### src/verilog/gpio_gh_pkg.sv
// package: register map, reset values, field positions and codes for ports g/h
package gpio_gh_pkg;
    // register byte addresses (printed offsets are word aligned)
    localparam logic [31:0] ADDR_G_FSEL   = 32'h5600_0060;
    localparam logic [31:0] ADDR_G_DATA   = 32'h5600_0064;
    localparam logic [31:0] ADDR_G_PULLUP = 32'h5600_0068;
    localparam logic [31:0] ADDR_H_FSEL   = 32'h5600_0070;
    localparam logic [31:0] ADDR_H_DATA   = 32'h5600_0074;
    localparam logic [31:0] ADDR_H_PULLUP = 32'h5600_0078;
    localparam logic [31:0] ADDR_MISC     = 32'h5600_0080;
    // reset values
    localparam logic [31:0] RST_G_FSEL    = 32'h0000_0000;
    localparam logic [15:0] RST_G_PULLUP  = 16'hf800;
    localparam logic [21:0] RST_H_FSEL    = 22'h00_0000;
    localparam logic [10:0] RST_H_PULLUP  = 11'h000;
    localparam logic [31:0] RST_MISC      = 32'h0001_0330;
    // writable bits of the misc register, all others reserved
    localparam logic [31:0] MISC_WMASK    = 32'h000f_377b;
    // misc field positions
    localparam int MISC_MEMORY_CLOCK_ENABLE_PIN_LOW  = 19;
    localparam int MISC_SCLK1_LOW = 18;
    localparam int MISC_SCLK0_LOW = 17;
    localparam int MISC_RSTOUT    = 16;
    localparam int MISC_USB1_SUSP = 13;
    localparam int MISC_USB0_SUSP = 12;
    localparam int MISC_MON1_LSB  = 8;
    localparam int MISC_MON0_LSB  = 4;
    localparam int MISC_USB_PAD   = 3;
    localparam int MISC_DLO_PU    = 1;
    localparam int MISC_DHI_PU    = 0;
    // pin function selector codes
    localparam logic [1:0] FSEL_INPUT  = 2'h0;
    localparam logic [1:0] FSEL_OUTPUT = 2'h1;
    localparam logic [1:0] FSEL_ALT_A  = 2'h2;
    localparam logic [1:0] FSEL_ALT_B  = 2'h3;
    // clock monitor source codes
    typedef enum logic [2:0] {
        MON_MAIN_PLL = 3'h0,
        MON_USB_PLL  = 3'h1,
        MON_CORE     = 3'h2,
        MON_SYS_BUS  = 3'h3,
        MON_PERIPH   = 3'h4,
        MON_DIVIDED  = 3'h5
    } mon_src_t;
    // pad-side control bundle from the misc register
    typedef struct packed {
        logic       memclk_enable_force_low;
        logic       memory_clock1_force_low;
        logic       memory_clock0_force_low;
        logic       reset_out_pin;
        logic       usb_port1_sleep;
        logic       usb_port0_sleep;
        logic       usb_pad_owner;
        logic       data_low_pullup_off;
        logic       data_high_pullup_off;
    } misc_ctrl_t;
    // clock sources offered to the monitor muxes
    typedef struct packed {
        logic main_pll;
        logic usb_pll;
        logic core_clock;
        logic sys_bus_clock;
        logic periph_clock;
        logic divided_clock_1;
        logic divided_clock_0;
    } mon_srcs_t;
endpackage

### src/verilog/gpio_ports_g_h_misc_control.sv
// top: port g/h pin control, misc pad control and clock monitor select
`timescale 1ns/1ps
`default_nettype none

// Behaviour
// - port g selector per pin, 00 in 01 out
// - port g code 10 routes interrupt line n+8
// - port g code 11 alternate functions per pin
// - input reads pin, output drives written bit
// - functional pin data reads undefined
// - pullup bit 0 enables, 1 disables
// - port g pullup resets to f800
// - port h 11 selectors, alternate mapping, reset zero
// - port h pullups reset to zero
// - misc bits 19..17 force memory clocks low
// - misc bit 16 sets reset-out level
// - misc bits 13,12 suspend usb ports
// - monitor 1 source select bits 10..8, all three writable, codes 6 and 7 reserved
// - monitor 0 source select bits 6..4
// - misc bit 3 gives usb pads owner
// - misc bits 1,0 data bus pullups off
// - misc resets to 10330, reserved read zero
module gpio_ports_g_h_misc_control #(
    parameter int G_PINS = 16,              // port g width
    parameter int H_PINS = 11               // port h width
) (
    input  wire logic                    CORE_CLK_IN,
    input  wire logic                    RST_IN,
    input  wire logic                    CLK_EN_IN,
    // register port
    input  wire logic [31:0]             ADDR_IN,
    input  wire logic [31:0]             WDATA_IN,
    input  wire logic                    WR_IN,
    input  wire logic                    RD_IN,
    output logic      [31:0]             RDATA_OUT,
    // port g pads
    input  wire logic [G_PINS-1:0]       G_PIN_IN,
    output logic      [G_PINS-1:0]       G_PIN_OUT,
    output logic      [G_PINS-1:0]       G_PIN_OE_OUT,
    output logic      [G_PINS-1:0]       G_PULLUP_EN_OUT,
    // port g functions: interrupt lines 8..23 and alternates
    output logic      [G_PINS-1:0]       G_EXT_IRQ_LINE_OUT,
    output logic      [G_PINS-1:0]       G_ALT_IN_OUT,
    input  wire logic [G_PINS-1:0]       G_ALT_DRIVE_IN,
    input  wire logic [G_PINS-1:0]       G_ALT_OE_IN,
    // port h pads
    input  wire logic [H_PINS-1:0]       H_PIN_IN,
    output logic      [H_PINS-1:0]       H_PIN_OUT,
    output logic      [H_PINS-1:0]       H_PIN_OE_OUT,
    output logic      [H_PINS-1:0]       H_PULLUP_EN_OUT,
    // port h functions: uart, usb clock in, monitor pins
    output logic      [H_PINS-1:0]       H_ALT_IN_OUT,
    input  wire logic [H_PINS-1:0]       H_ALT_DRIVE_IN,
    input  wire logic [H_PINS-1:0]       H_ALT_OE_IN,
    // misc pad controls
    output gpio_gh_pkg::misc_ctrl_t      MISC_CTRL_OUT,
    // clock monitor selection (pulse sampled sources)
    input  wire gpio_gh_pkg::mon_srcs_t  MON_SRCS_IN,
    output logic                         CLOCK_MONITOR_OUT_1_OUT,
    output logic                         CLOCK_MONITOR_OUT_0_OUT
);
    // g alternate-function pins selectable by code 11
    localparam logic [15:0] G_CODE3_OK = 16'hf8fc;
    // h pins with code 11 function: uart1 flow control
    localparam logic [10:0] H_CODE3_OK = 11'h0c0;
    // h pins whose code 10 function is an output pin on the pad
    localparam logic [10:0] H_CODE2_DRV = 11'h657;

    // registers
    logic [2*G_PINS-1:0] g_fsel_reg;     // port g selectors
    logic [G_PINS-1:0]   g_data_reg;     // port g written data
    logic [G_PINS-1:0]   g_pull_reg;     // port g pull-up disable
    logic [2*H_PINS-1:0] h_fsel_reg;     // port h selectors
    logic [H_PINS-1:0]   h_data_reg;     // port h written data
    logic [H_PINS-1:0]   h_pull_reg;     // port h pull-up disable
    logic [31:0]         misc_reg;       // misc pad/clock control
    // pin synchronisers, three stages
    logic [G_PINS-1:0]   g_s1_reg, g_s2_reg, g_s3_reg, g_stable_reg;
    logic [H_PINS-1:0]   h_s1_reg, h_s2_reg, h_s3_reg, h_stable_reg;

    // write decode
    wire wr_g_fsel = WR_IN && ADDR_IN == gpio_gh_pkg::ADDR_G_FSEL;
    wire wr_g_data = WR_IN && ADDR_IN == gpio_gh_pkg::ADDR_G_DATA;
    wire wr_g_pull = WR_IN && ADDR_IN == gpio_gh_pkg::ADDR_G_PULLUP;
    wire wr_h_fsel = WR_IN && ADDR_IN == gpio_gh_pkg::ADDR_H_FSEL;
    wire wr_h_data = WR_IN && ADDR_IN == gpio_gh_pkg::ADDR_H_DATA;
    wire wr_h_pull = WR_IN && ADDR_IN == gpio_gh_pkg::ADDR_H_PULLUP;
    wire wr_misc   = WR_IN && ADDR_IN == gpio_gh_pkg::ADDR_MISC;

    // per-pin mode decode and pad drive
    logic [G_PINS-1:0] g_is_in, g_is_out, g_is_alt, g_oe_next, g_o_next;
    logic [G_PINS-1:0] g_irq_next, g_altin_next;
    logic [H_PINS-1:0] h_is_in, h_is_out, h_is_alt, h_oe_next, h_o_next;
    logic [H_PINS-1:0] h_altin_next;
    logic              mon1_sel, mon0_sel;  // monitor mux results

    genvar gi;
    generate
        for (gi = 0; gi < G_PINS; gi++) begin : g_pin
            wire [1:0] code = g_fsel_reg[2*gi +: 2];
            // reserved code 11 falls back to input
            assign g_is_out[gi] = code == gpio_gh_pkg::FSEL_OUTPUT;
            assign g_is_alt[gi] = code == gpio_gh_pkg::FSEL_ALT_B
                                  && G_CODE3_OK[gi];
            assign g_is_in[gi]  = code == gpio_gh_pkg::FSEL_INPUT;
            // code 10: pin feeds interrupt line gi+8
            assign g_irq_next[gi] = code == gpio_gh_pkg::FSEL_ALT_A
                                    && g_stable_reg[gi];
            assign g_altin_next[gi] = g_is_alt[gi] && g_stable_reg[gi];
            // output drives written bit, alternate drives peer
            assign g_oe_next[gi] = g_is_out[gi]
                                   || (g_is_alt[gi] && G_ALT_OE_IN[gi]);
            assign g_o_next[gi]  = g_is_out[gi] ? g_data_reg[gi]
                                   : G_ALT_DRIVE_IN[gi];
        end
        for (gi = 0; gi < H_PINS; gi++) begin : h_pin
            wire [1:0] code = h_fsel_reg[2*gi +: 2];
            wire alt2 = code == gpio_gh_pkg::FSEL_ALT_A;
            wire alt3 = code == gpio_gh_pkg::FSEL_ALT_B && H_CODE3_OK[gi];
            assign h_is_out[gi] = code == gpio_gh_pkg::FSEL_OUTPUT;
            assign h_is_alt[gi] = alt2 || alt3;
            assign h_is_in[gi]  = code == gpio_gh_pkg::FSEL_INPUT;
            assign h_altin_next[gi] = h_is_alt[gi] && h_stable_reg[gi];
            // monitor pins are driven by this block, see below
            assign h_oe_next[gi] = h_is_out[gi] || (alt2 && H_CODE2_DRV[gi]
                                   && (gi >= 9 || H_ALT_OE_IN[gi]))
                                   || (alt3 && H_ALT_OE_IN[gi]);
            assign h_o_next[gi] = h_is_out[gi] ? h_data_reg[gi]
                                : (alt2 && gi == 10) ? mon1_sel
                                : (alt2 && gi == 9)  ? mon0_sel
                                : H_ALT_DRIVE_IN[gi];
        end
    endgenerate

    // clock monitor muxes; observation only, not for clocking
    wire [2:0] mon1_code = misc_reg[gpio_gh_pkg::MISC_MON1_LSB +: 3];
    wire [2:0] mon0_code = misc_reg[gpio_gh_pkg::MISC_MON0_LSB +: 3];
    always_comb begin
        unique case (mon1_code)
            gpio_gh_pkg::MON_MAIN_PLL: mon1_sel = MON_SRCS_IN.main_pll;
            gpio_gh_pkg::MON_USB_PLL:  mon1_sel = MON_SRCS_IN.usb_pll;
            gpio_gh_pkg::MON_CORE:     mon1_sel = MON_SRCS_IN.core_clock;
            gpio_gh_pkg::MON_SYS_BUS:  mon1_sel = MON_SRCS_IN.sys_bus_clock;
            gpio_gh_pkg::MON_PERIPH:   mon1_sel = MON_SRCS_IN.periph_clock;
            gpio_gh_pkg::MON_DIVIDED:  mon1_sel = MON_SRCS_IN.divided_clock_1;
            default:                   mon1_sel = 1'b0;  // reserved 11x
        endcase
        unique case (mon0_code)
            gpio_gh_pkg::MON_MAIN_PLL: mon0_sel = MON_SRCS_IN.main_pll;
            gpio_gh_pkg::MON_USB_PLL:  mon0_sel = MON_SRCS_IN.usb_pll;
            gpio_gh_pkg::MON_CORE:     mon0_sel = MON_SRCS_IN.core_clock;
            gpio_gh_pkg::MON_SYS_BUS:  mon0_sel = MON_SRCS_IN.sys_bus_clock;
            gpio_gh_pkg::MON_PERIPH:   mon0_sel = MON_SRCS_IN.periph_clock;
            gpio_gh_pkg::MON_DIVIDED:  mon0_sel = MON_SRCS_IN.divided_clock_0;
            default:                   mon0_sel = 1'b0;  // reserved 11x
        endcase
    end

    // data reads: pin level in input mode, latch in output mode
    // functional pins read the pin too; software must not rely on it
    wire [G_PINS-1:0] g_rd = (g_is_out & g_data_reg)
                           | (~g_is_out & g_stable_reg);
    wire [H_PINS-1:0] h_rd = (h_is_out & h_data_reg)
                           | (~h_is_out & h_stable_reg);

    // read mux; unmapped addresses and reserved bits read zero
    logic [31:0] rdata_next;
    always_comb begin
        unique case (ADDR_IN)
            gpio_gh_pkg::ADDR_G_FSEL:   rdata_next = 32'(g_fsel_reg);
            gpio_gh_pkg::ADDR_G_DATA:   rdata_next = 32'(g_rd);
            gpio_gh_pkg::ADDR_G_PULLUP: rdata_next = 32'(g_pull_reg);
            gpio_gh_pkg::ADDR_H_FSEL:   rdata_next = 32'(h_fsel_reg);
            gpio_gh_pkg::ADDR_H_DATA:   rdata_next = 32'(h_rd);
            gpio_gh_pkg::ADDR_H_PULLUP: rdata_next = 32'(h_pull_reg);
            gpio_gh_pkg::ADDR_MISC:     rdata_next = misc_reg;
            default:                    rdata_next = 32'h0000_0000;
        endcase
        if (!RD_IN) begin
            rdata_next = 32'h0000_0000;
        end
    end

    // misc pad bundle from register bits
    gpio_gh_pkg::misc_ctrl_t misc_next;
    always_comb begin
        misc_next.memclk_enable_force_low =
            misc_reg[gpio_gh_pkg::MISC_MEMORY_CLOCK_ENABLE_PIN_LOW];
        misc_next.memory_clock1_force_low =
            misc_reg[gpio_gh_pkg::MISC_SCLK1_LOW];
        misc_next.memory_clock0_force_low =
            misc_reg[gpio_gh_pkg::MISC_SCLK0_LOW];
        misc_next.reset_out_pin =
            misc_reg[gpio_gh_pkg::MISC_RSTOUT];
        misc_next.usb_port1_sleep =
            misc_reg[gpio_gh_pkg::MISC_USB1_SUSP];
        misc_next.usb_port0_sleep =
            misc_reg[gpio_gh_pkg::MISC_USB0_SUSP];
        misc_next.usb_pad_owner =
            misc_reg[gpio_gh_pkg::MISC_USB_PAD];
        misc_next.data_low_pullup_off =
            misc_reg[gpio_gh_pkg::MISC_DLO_PU];
        misc_next.data_high_pullup_off =
            misc_reg[gpio_gh_pkg::MISC_DHI_PU];
    end

    // pin synchronisers: a change counts once stages two and three agree
    always_ff @(posedge CORE_CLK_IN or posedge RST_IN) begin
        if (RST_IN) begin
            g_s1_reg <= '0; g_s2_reg <= '0; g_s3_reg <= '0; g_stable_reg <= '0;
            h_s1_reg <= '0; h_s2_reg <= '0; h_s3_reg <= '0; h_stable_reg <= '0;
        end else if (CLK_EN_IN) begin
            g_s1_reg <= G_PIN_IN;
            g_s2_reg <= g_s1_reg;
            g_s3_reg <= g_s2_reg;
            g_stable_reg <= (g_s2_reg & g_s3_reg)
                          | (g_stable_reg & (g_s2_reg | g_s3_reg));
            h_s1_reg <= H_PIN_IN;
            h_s2_reg <= h_s1_reg;
            h_s3_reg <= h_s2_reg;
            h_stable_reg <= (h_s2_reg & h_s3_reg)
                          | (h_stable_reg & (h_s2_reg | h_s3_reg));
        end
    end

    // register writes; data latches start low as a defined value
    always_ff @(posedge CORE_CLK_IN or posedge RST_IN) begin
        if (RST_IN) begin
            g_fsel_reg <= gpio_gh_pkg::RST_G_FSEL;
            g_data_reg <= '0;
            g_pull_reg <= gpio_gh_pkg::RST_G_PULLUP;
            h_fsel_reg <= gpio_gh_pkg::RST_H_FSEL;
            h_data_reg <= '0;
            h_pull_reg <= gpio_gh_pkg::RST_H_PULLUP;
            misc_reg   <= gpio_gh_pkg::RST_MISC;
        end else if (CLK_EN_IN) begin
            if (wr_g_fsel) g_fsel_reg <= WDATA_IN[2*G_PINS-1:0];
            if (wr_g_data) g_data_reg <= WDATA_IN[G_PINS-1:0];
            if (wr_g_pull) g_pull_reg <= WDATA_IN[G_PINS-1:0];
            if (wr_h_fsel) h_fsel_reg <= WDATA_IN[2*H_PINS-1:0];
            if (wr_h_data) h_data_reg <= WDATA_IN[H_PINS-1:0];
            if (wr_h_pull) h_pull_reg <= WDATA_IN[H_PINS-1:0];
            if (wr_misc) begin
                misc_reg <= WDATA_IN & gpio_gh_pkg::MISC_WMASK;
            end
        end
    end

    // registered outputs
    always_ff @(posedge CORE_CLK_IN or posedge RST_IN) begin
        if (RST_IN) begin
            RDATA_OUT <= '0;
            G_PIN_OUT <= '0; G_PIN_OE_OUT <= '0; G_PULLUP_EN_OUT <= '0;
            G_EXT_IRQ_LINE_OUT <= '0; G_ALT_IN_OUT <= '0;
            H_PIN_OUT <= '0; H_PIN_OE_OUT <= '0; H_PULLUP_EN_OUT <= '0;
            H_ALT_IN_OUT <= '0;
            MISC_CTRL_OUT <= '0;
            CLOCK_MONITOR_OUT_1_OUT <= 1'b0;
            CLOCK_MONITOR_OUT_0_OUT <= 1'b0;
        end else if (CLK_EN_IN) begin
            RDATA_OUT <= rdata_next;
            G_PIN_OUT <= g_o_next;
            G_PIN_OE_OUT <= g_oe_next;
            G_PULLUP_EN_OUT <= ~g_pull_reg;
            G_EXT_IRQ_LINE_OUT <= g_irq_next;
            G_ALT_IN_OUT <= g_altin_next;
            H_PIN_OUT <= h_o_next;
            H_PIN_OE_OUT <= h_oe_next;
            H_PULLUP_EN_OUT <= ~h_pull_reg;
            H_ALT_IN_OUT <= h_altin_next;
            MISC_CTRL_OUT <= misc_next;
            CLOCK_MONITOR_OUT_1_OUT <= mon1_sel;
            CLOCK_MONITOR_OUT_0_OUT <= mon0_sel;
        end
    end
endmodule

`default_nettype wire

### config.mk
export PLATFORM = sky130hd
export DESIGN_NAME = gpio_ports_g_h_misc_control
export DESIGN_NICKNAME = d
export VERILOG_FILES = /design/src/verilog/gpio_gh_pkg.sv /design/src/verilog/gpio_ports_g_h_misc_control.sv
export SDC_FILE = /design/constraint.sdc
export NUM_CORES = 1
export LEC_CHECK = 0
export BUFFER_PORTS_ARGS = -buffer_cell sky130_fd_sc_hd__buf_2
export CORE_MARGIN = 10
export CORE_UTILIZATION = 40
export DETAILED_ROUTE_END_ITERATION = 6
export PLACE_DENSITY_LB_ADDON = 0.1
export SLEW_MARGIN = 10
export SYNTH_ARGS = -nofsm -noshare
export SYNTH_HDL_FRONTEND = slang
export SYNTH_SLANG_ARGS = --single-unit
### constraint.sdc
create_clock -name CORE_CLK_IN -period 11.56 [get_ports CORE_CLK_IN]
set_input_delay 1.156 -clock CORE_CLK_IN [delete_from_list [all_inputs] [get_ports CORE_CLK_IN]]
set_output_delay 1.156 -clock CORE_CLK_IN [all_outputs]
set_load 0.05 [all_outputs]
Word-level counts from Yosys, hierarchy flattened
Index checks and enable logic that the tools add are counted.
{"block": "word_totals", "reg_bits": 393, "output_inout_bits": 167, "elab_cells": 265}
{"block": "classes", "n_eq_ne": 84, "muxes": 33, "n_bitwise": 18, "n_reduce_logical": 94}
{"op": "$eq A32 B31 Y1 const B", "n": 7}
{"op": "$pmux W32 S7", "n": 1}
{"op": "$eq A2 B2 Y1 const B", "n": 40}
{"op": "$and A16 B16 Y16", "n": 4}
{"op": "$logic_and A1 B1 Y1", "n": 63}
{"op": "$eq A2 B1 Y1 const B", "n": 27}
{"op": "$or A16 B16 Y16", "n": 3}
{"op": "$and A11 B11 Y11", "n": 4}
{"op": "$or A11 B11 Y11", "n": 3}
{"op": "$mux W32", "n": 1}
{"op": "$not A16 Y16", "n": 2}
{"op": "$mux W1", "n": 29}
{"op": "$logic_or A1 B1 Y1", "n": 22}
{"op": "$not A11 Y11", "n": 2}
{"op": "$reduce_and A2 Y1", "n": 7}
{"op": "$eq A3 B2 Y1 const B", "n": 4}
{"op": "$eq A3 B3 Y1 const B", "n": 4}
{"op": "$pmux W1 S6", "n": 2}
{"op": "$eq A3 B1 Y1 const B", "n": 2}
{"op": "$logic_not A3 Y1", "n": 2}

Longest topological paths before layout
{"block": "logic_depth", "ltp_word": 6, "depth_mapped": 7}

Worst setup path before layout
OpenSTA, ideal clock, no wires.
{"block": "synth_path", "path_kind": "input to register", "start": "input ADDR_IN[20]", "end": "register g_pull_reg[2]", "setup_ps": 128, "arrival_ps": 2912, "required_time_ps": 11432, "slack_ps": 8521, "stages": 6, "n_path_buf": 1, "cell_sequence": "nor4_2 -> nand4_4 -> nor4_4 -> nand2_4 -> buf_6 -> mux2_1"}
{"block": "synth_between", "elab_chain_cells": 3}
{"element": "start: declaration", "line_no": "gpio_ports_g_h_misc_control.sv:31", "source": "input wire logic [31:0] ADDR_IN,"}
{"element": "$eq A32 B31 Y1", "line_no": "gpio_ports_g_h_misc_control.sv:84", "source": "wire wr_g_pull = WR_IN && ADDR_IN == gpio_gh_pkg::ADDR_G_PULLUP;"}
{"element": "$logic_and A1 B1 Y1", "line_no": "gpio_ports_g_h_misc_control.sv:84"}
{"element": "$reduce_and A2 Y1 (no line)"}
{"element": "end signal: assignment", "line_no": "gpio_ports_g_h_misc_control.sv:231", "source": "g_pull_reg <= gpio_gh_pkg::RST_G_PULLUP;"}
{"element": "end signal: assignment", "line_no": "gpio_ports_g_h_misc_control.sv:239", "source": "if (wr_g_pull) g_pull_reg <= WDATA_IN[G_PINS-1:0];"}
{"element": "end: declaration", "line_no": "gpio_ports_g_h_misc_control.sv:72", "source": "logic [G_PINS-1:0] g_pull_reg;"}
No other way between the ends.
A chain may end at the register's enable or synchronous reset.

Worst setup path in the final report
{"block": "layout_path", "start": "input ADDR_IN[11]", "end": "register RDATA_OUT[7]"}
{"block": "layout_between", "elab_chain_cells": 3, "word_cells_on_any_way": 9, "classes_between": "7 x eq/ne; 2 x mux"}
{"element": "$eq A32 B31 Y1", "line_no": "gpio_ports_g_h_misc_control.sv:169", "source": "unique case (ADDR_IN)"}
{"element": "$pmux W32 S7 (*)", "line_no": "gpio_ports_g_h_misc_control.sv:169"}
{"element": "$mux W32 (*)", "line_no": "gpio_ports_g_h_misc_control.sv:179", "source": "if (!RD_IN) begin"}
{"element": "end signal: assignment", "line_no": "gpio_ports_g_h_misc_control.sv:261", "source": "RDATA_OUT <= rdata_next;"}
{"element": "end: declaration", "line_no": "gpio_ports_g_h_misc_control.sv:35", "source": "output logic [31:0] RDATA_OUT,"}
Mark *: on every way between the ends. The rest lies on a longest branch, timed or not.

==> summary.txt <==
Outcome
  • Status: finished clean

Clocking
  • Post-CTS Setup Repair Bufs: 0
  • CTS tree: yes
  • Longest Clk Path Bufs: 3
  • Clk Latency, worst-skew pair: slightly below 0.6 ns
  • Num CTS Buffers: 46
  • # clock sinks: approximately 400
  • Resized Gates After CTS: 0
  • Clock root buffer: clkbuf_16
  • CTS Hold Bufs: 0
  • Clock transition at the registers of the reported paths: approximately 0.06 ns
  • H-tree depth: 2

Power
  • Leak: just under 10 nW
  • Pwr Density: roughly 160 mW/mm^2
  • Worst vdd ir: between 90 and 100 uV

Route
  • Vias per inst: between 5 and 6
  • Detail Route Antenna Nets: 0
  • Final wirelength: ~52,000 um
  • First-pass iteration count of the detailed router: 5
  • DR DRC count: 0
  • Drt wl/cell: 23.0 um
  • Via count: about 12,000
  • DR iter-0 viols: ~850

Setup path
  • CP arrival: roughly 4 ns
  • Critical path class: input pin to flip-flop
  • CP startpoint kind: input pin
  • Worst R2R Path Depth: 5
  • Setup slack, reg-to-reg: roughly 9.5 ns
  • Element type at the critical path end: flip-flop
  • CP Data Required Time: 11.98 ns
  • CP Max Fanout: 18

Synth
  • Synth Area per Inst: ~12 um^2
  • Yosys warns: 0
  • EDFF count, synth: 0
  • Sequential fraction of the synthesis area: 58.1%
  • Largest family of logic cells by synthesized area: multiplexers
  • Yosys cell types: 47
  • Ys flop type: dfrtp_1
  • Post-synth top area cell: dfrtp_1
  • Post-synthesis mux area share: a little under a fifth
  • Cells after Synth: around 1,400
  • Synth top area share: approximately 57%
  • Asr flop ratio synth: 100%
  • Complex-gate fraction of the synthesized area: around a tenth
  • Synthesized cell area: ~0.017 mm^2
  • Flops & latches, synth: between 300 and 400
  • Synth area leaders: dfrtp_1, mux2_2, a21oi_1
  • Simple-gate share of the synthesized area: ~8.4%
  • Synthesized-area fraction occupied by xor and xnor cells: 0%
  • Adder-cell share of the synthesized area: 0.295%

Hold path
  • Hold Crit Depth: 1
  • Worst hold path type: flip-flop to flip-flop

GRT
  • Grt ovf: 0
  • Pin count of the biggest net entering global routing: 197
  • GRT Total Usage: about a fifth
  • Initial antenna violation count: 9
  • Vias in the first global route: about 12,000
  • First-pass GRT wire length: ~77,000 um

Die
  • Die W: ~230 um
  • Initial core utilization: 40.4%
  • Top-Level Pins: 324
  • Die footprint: just over 0.05 mm^2
  • Row Count: between 70 and 80
  • Core Area: 0.0419 mm^2
  • Die H: roughly 230 um

STA
  • Setup_tns: 0 ns
  • Final Critical Period: around 3.6 ns
  • Setup violators final: 0
  • Relative slew slack: around 28%
  • RSZ-0062 raised after global routing: no
  • Final hold vios: 0
  • Clk_skew: approximately 0.024 ns
  • Final Max Slew Viols: 0
  • Final WS setup: between 7 and 8 ns
  • Worst Tran Pin Value: ~1.1 ns
  • Peak Freq: between 0.2 and 0.3 GHz
  • Tcrit/Tclk final: 31.4%

Placement
  • Pre-CTS WS: roughly 7.3 ns
  • DP Area: about 0.019 mm^2
  • Buffers on Ports: between 300 and 400
  • Gpl congestion: 0.811
  • Hpwl dp: around 36,000 um

Cells and area
  • Fin area: roughly 0.02 mm^2
  • NumNets Final: around 1,800
  • P&R area growth vs syn: 21.2%
  • Fraction of layout instances using a drive strength above 1: 40.3%

Job
  • Max_cap viols: 0
==> power by group <==
part / internal, mW / switching, mW / leakage (nW)
clock: 0.854 / 0.574 / 0.734
sequential: 1.46 / 0.0720 / 5.01
combinational: 0.118 / 0.178 / 3.89
total: 2.43 / 0.824 / 9.64
==> cell families after synthesis <==
| family | Yosys count |
|---|---|
| mux | 282 |
| fa+ha+maj | 4 |
| buf+inv | 175 |
| simple gates | 245 |
| flops | 393 |
| other cells | 1 |
| compound gates | 266 |
==> per-stage QoR <==
stage / cells / util (%) / hold WS [ns] / power (mW)
final: 2247 / 48.9 / 0.473 / 3.25
after global routing: 2247 / 48.9 / 0.494 / 3.39
after CTS: 2245 / 48.9 / 0.470 / 3.30
after detailed placement: 2160 / 45.4 / 0.462 / 1.85
after global placement: 2160 / 45.4 / 0.462 / 1.84
after floorplan: 1370 / - / 0.437 / 1.73
==> worst max-delay path, stage by stage <==
cell      delay (ns)
buf_2           0.08
nor4_1          0.05
nand2_1         0.52
nor4_4          0.09
buf_4           0.27
or4_1           0.54
o211ai_1        0.75
buf_4           0.44
o22ai_2         0.13
==> path summary, 6_finish.rpt <==
check | from | endpoint
setup / recovery | ADDR_IN[11] | RDATA_OUT[7]
hold / removal | h_pull_reg[2] | H_PULLUP_EN_OUT[2]
setup reg to reg | g_fsel_reg[2] | RDATA_OUT[1]
hold reg to reg | h_pull_reg[2] | H_PULLUP_EN_OUT[2]
max in group asynchronous | RST_IN | G_EXT_IRQ_LINE_OUT[0]
min in group asynchronous | RST_IN | G_PIN_OE_OUT[11]
==> metal layers <==
layer / GRT usage [%] / share of wire [%] / up-vias
li1: - / - / 5456
met1: 24.8 / 41 / 5904
met2: 33.4 / 49 / 323
met3: 5.44 / 7.2 / 80
met4: 6.97 / 2.6 / 6
met5: 0 / 0.075 / -
==> Yosys cell counts (2+ instances only) <==
cell type,number
dfrtp_1,383
mux2_2,228
a21oi_1,115
inv_1,102
nor2_1,91
o21ai_0,62
clkbuf_1,49
mux2i_1,32
nand2b_1,29
a22oi_1,28
nand2_1,25
nor2b_1,23
nand4b_1,20
o22ai_2,19
mux2_4,18
a222oi_1,15
o211ai_1,13
and3_1,12
nand4_1,11
dfstp_2,10
buf_1,9
nand3_1,8
buf_4,7
buf_2,6
nor4_2,6
nor4_1,5
ha_1,4
a221oi_1,3
a22o_1,3
a31oi_1,3
nor4_4,3
a211o_1,2
a21boi_0,2
and4bb_2,2
buf_6,2
mux2_1,2
mux4_2,2
nand2_4,2
or4b_2,2
==> cell usage in the layout (no fill, tap or decap), drive strengths merged, types with 23 or more instances in the layout <==
cell    instances
a22oi          28
inv           102
nor2           91
mux2          248
nand2b         29
buf           324
dfrtp         383
nand2          27
mux2i          32
a21oi         115
clkbuf         76
o21ai          62
nor2b          23
==> layout make-up <==
cell class / count / area, um^2
diodes: 2 / 5.00
clock inverters: 9 / 76.3
fillers: 3878 / 21400
multi-input cells: 802 / 6430
well taps: 539 / 674
repair buffers: 324 / 1700
clock buffers: 76 / 1420
flip-flops and latches: 393 / 9850
inverters: 102 / 387
(Power assumes the default switching activity.)
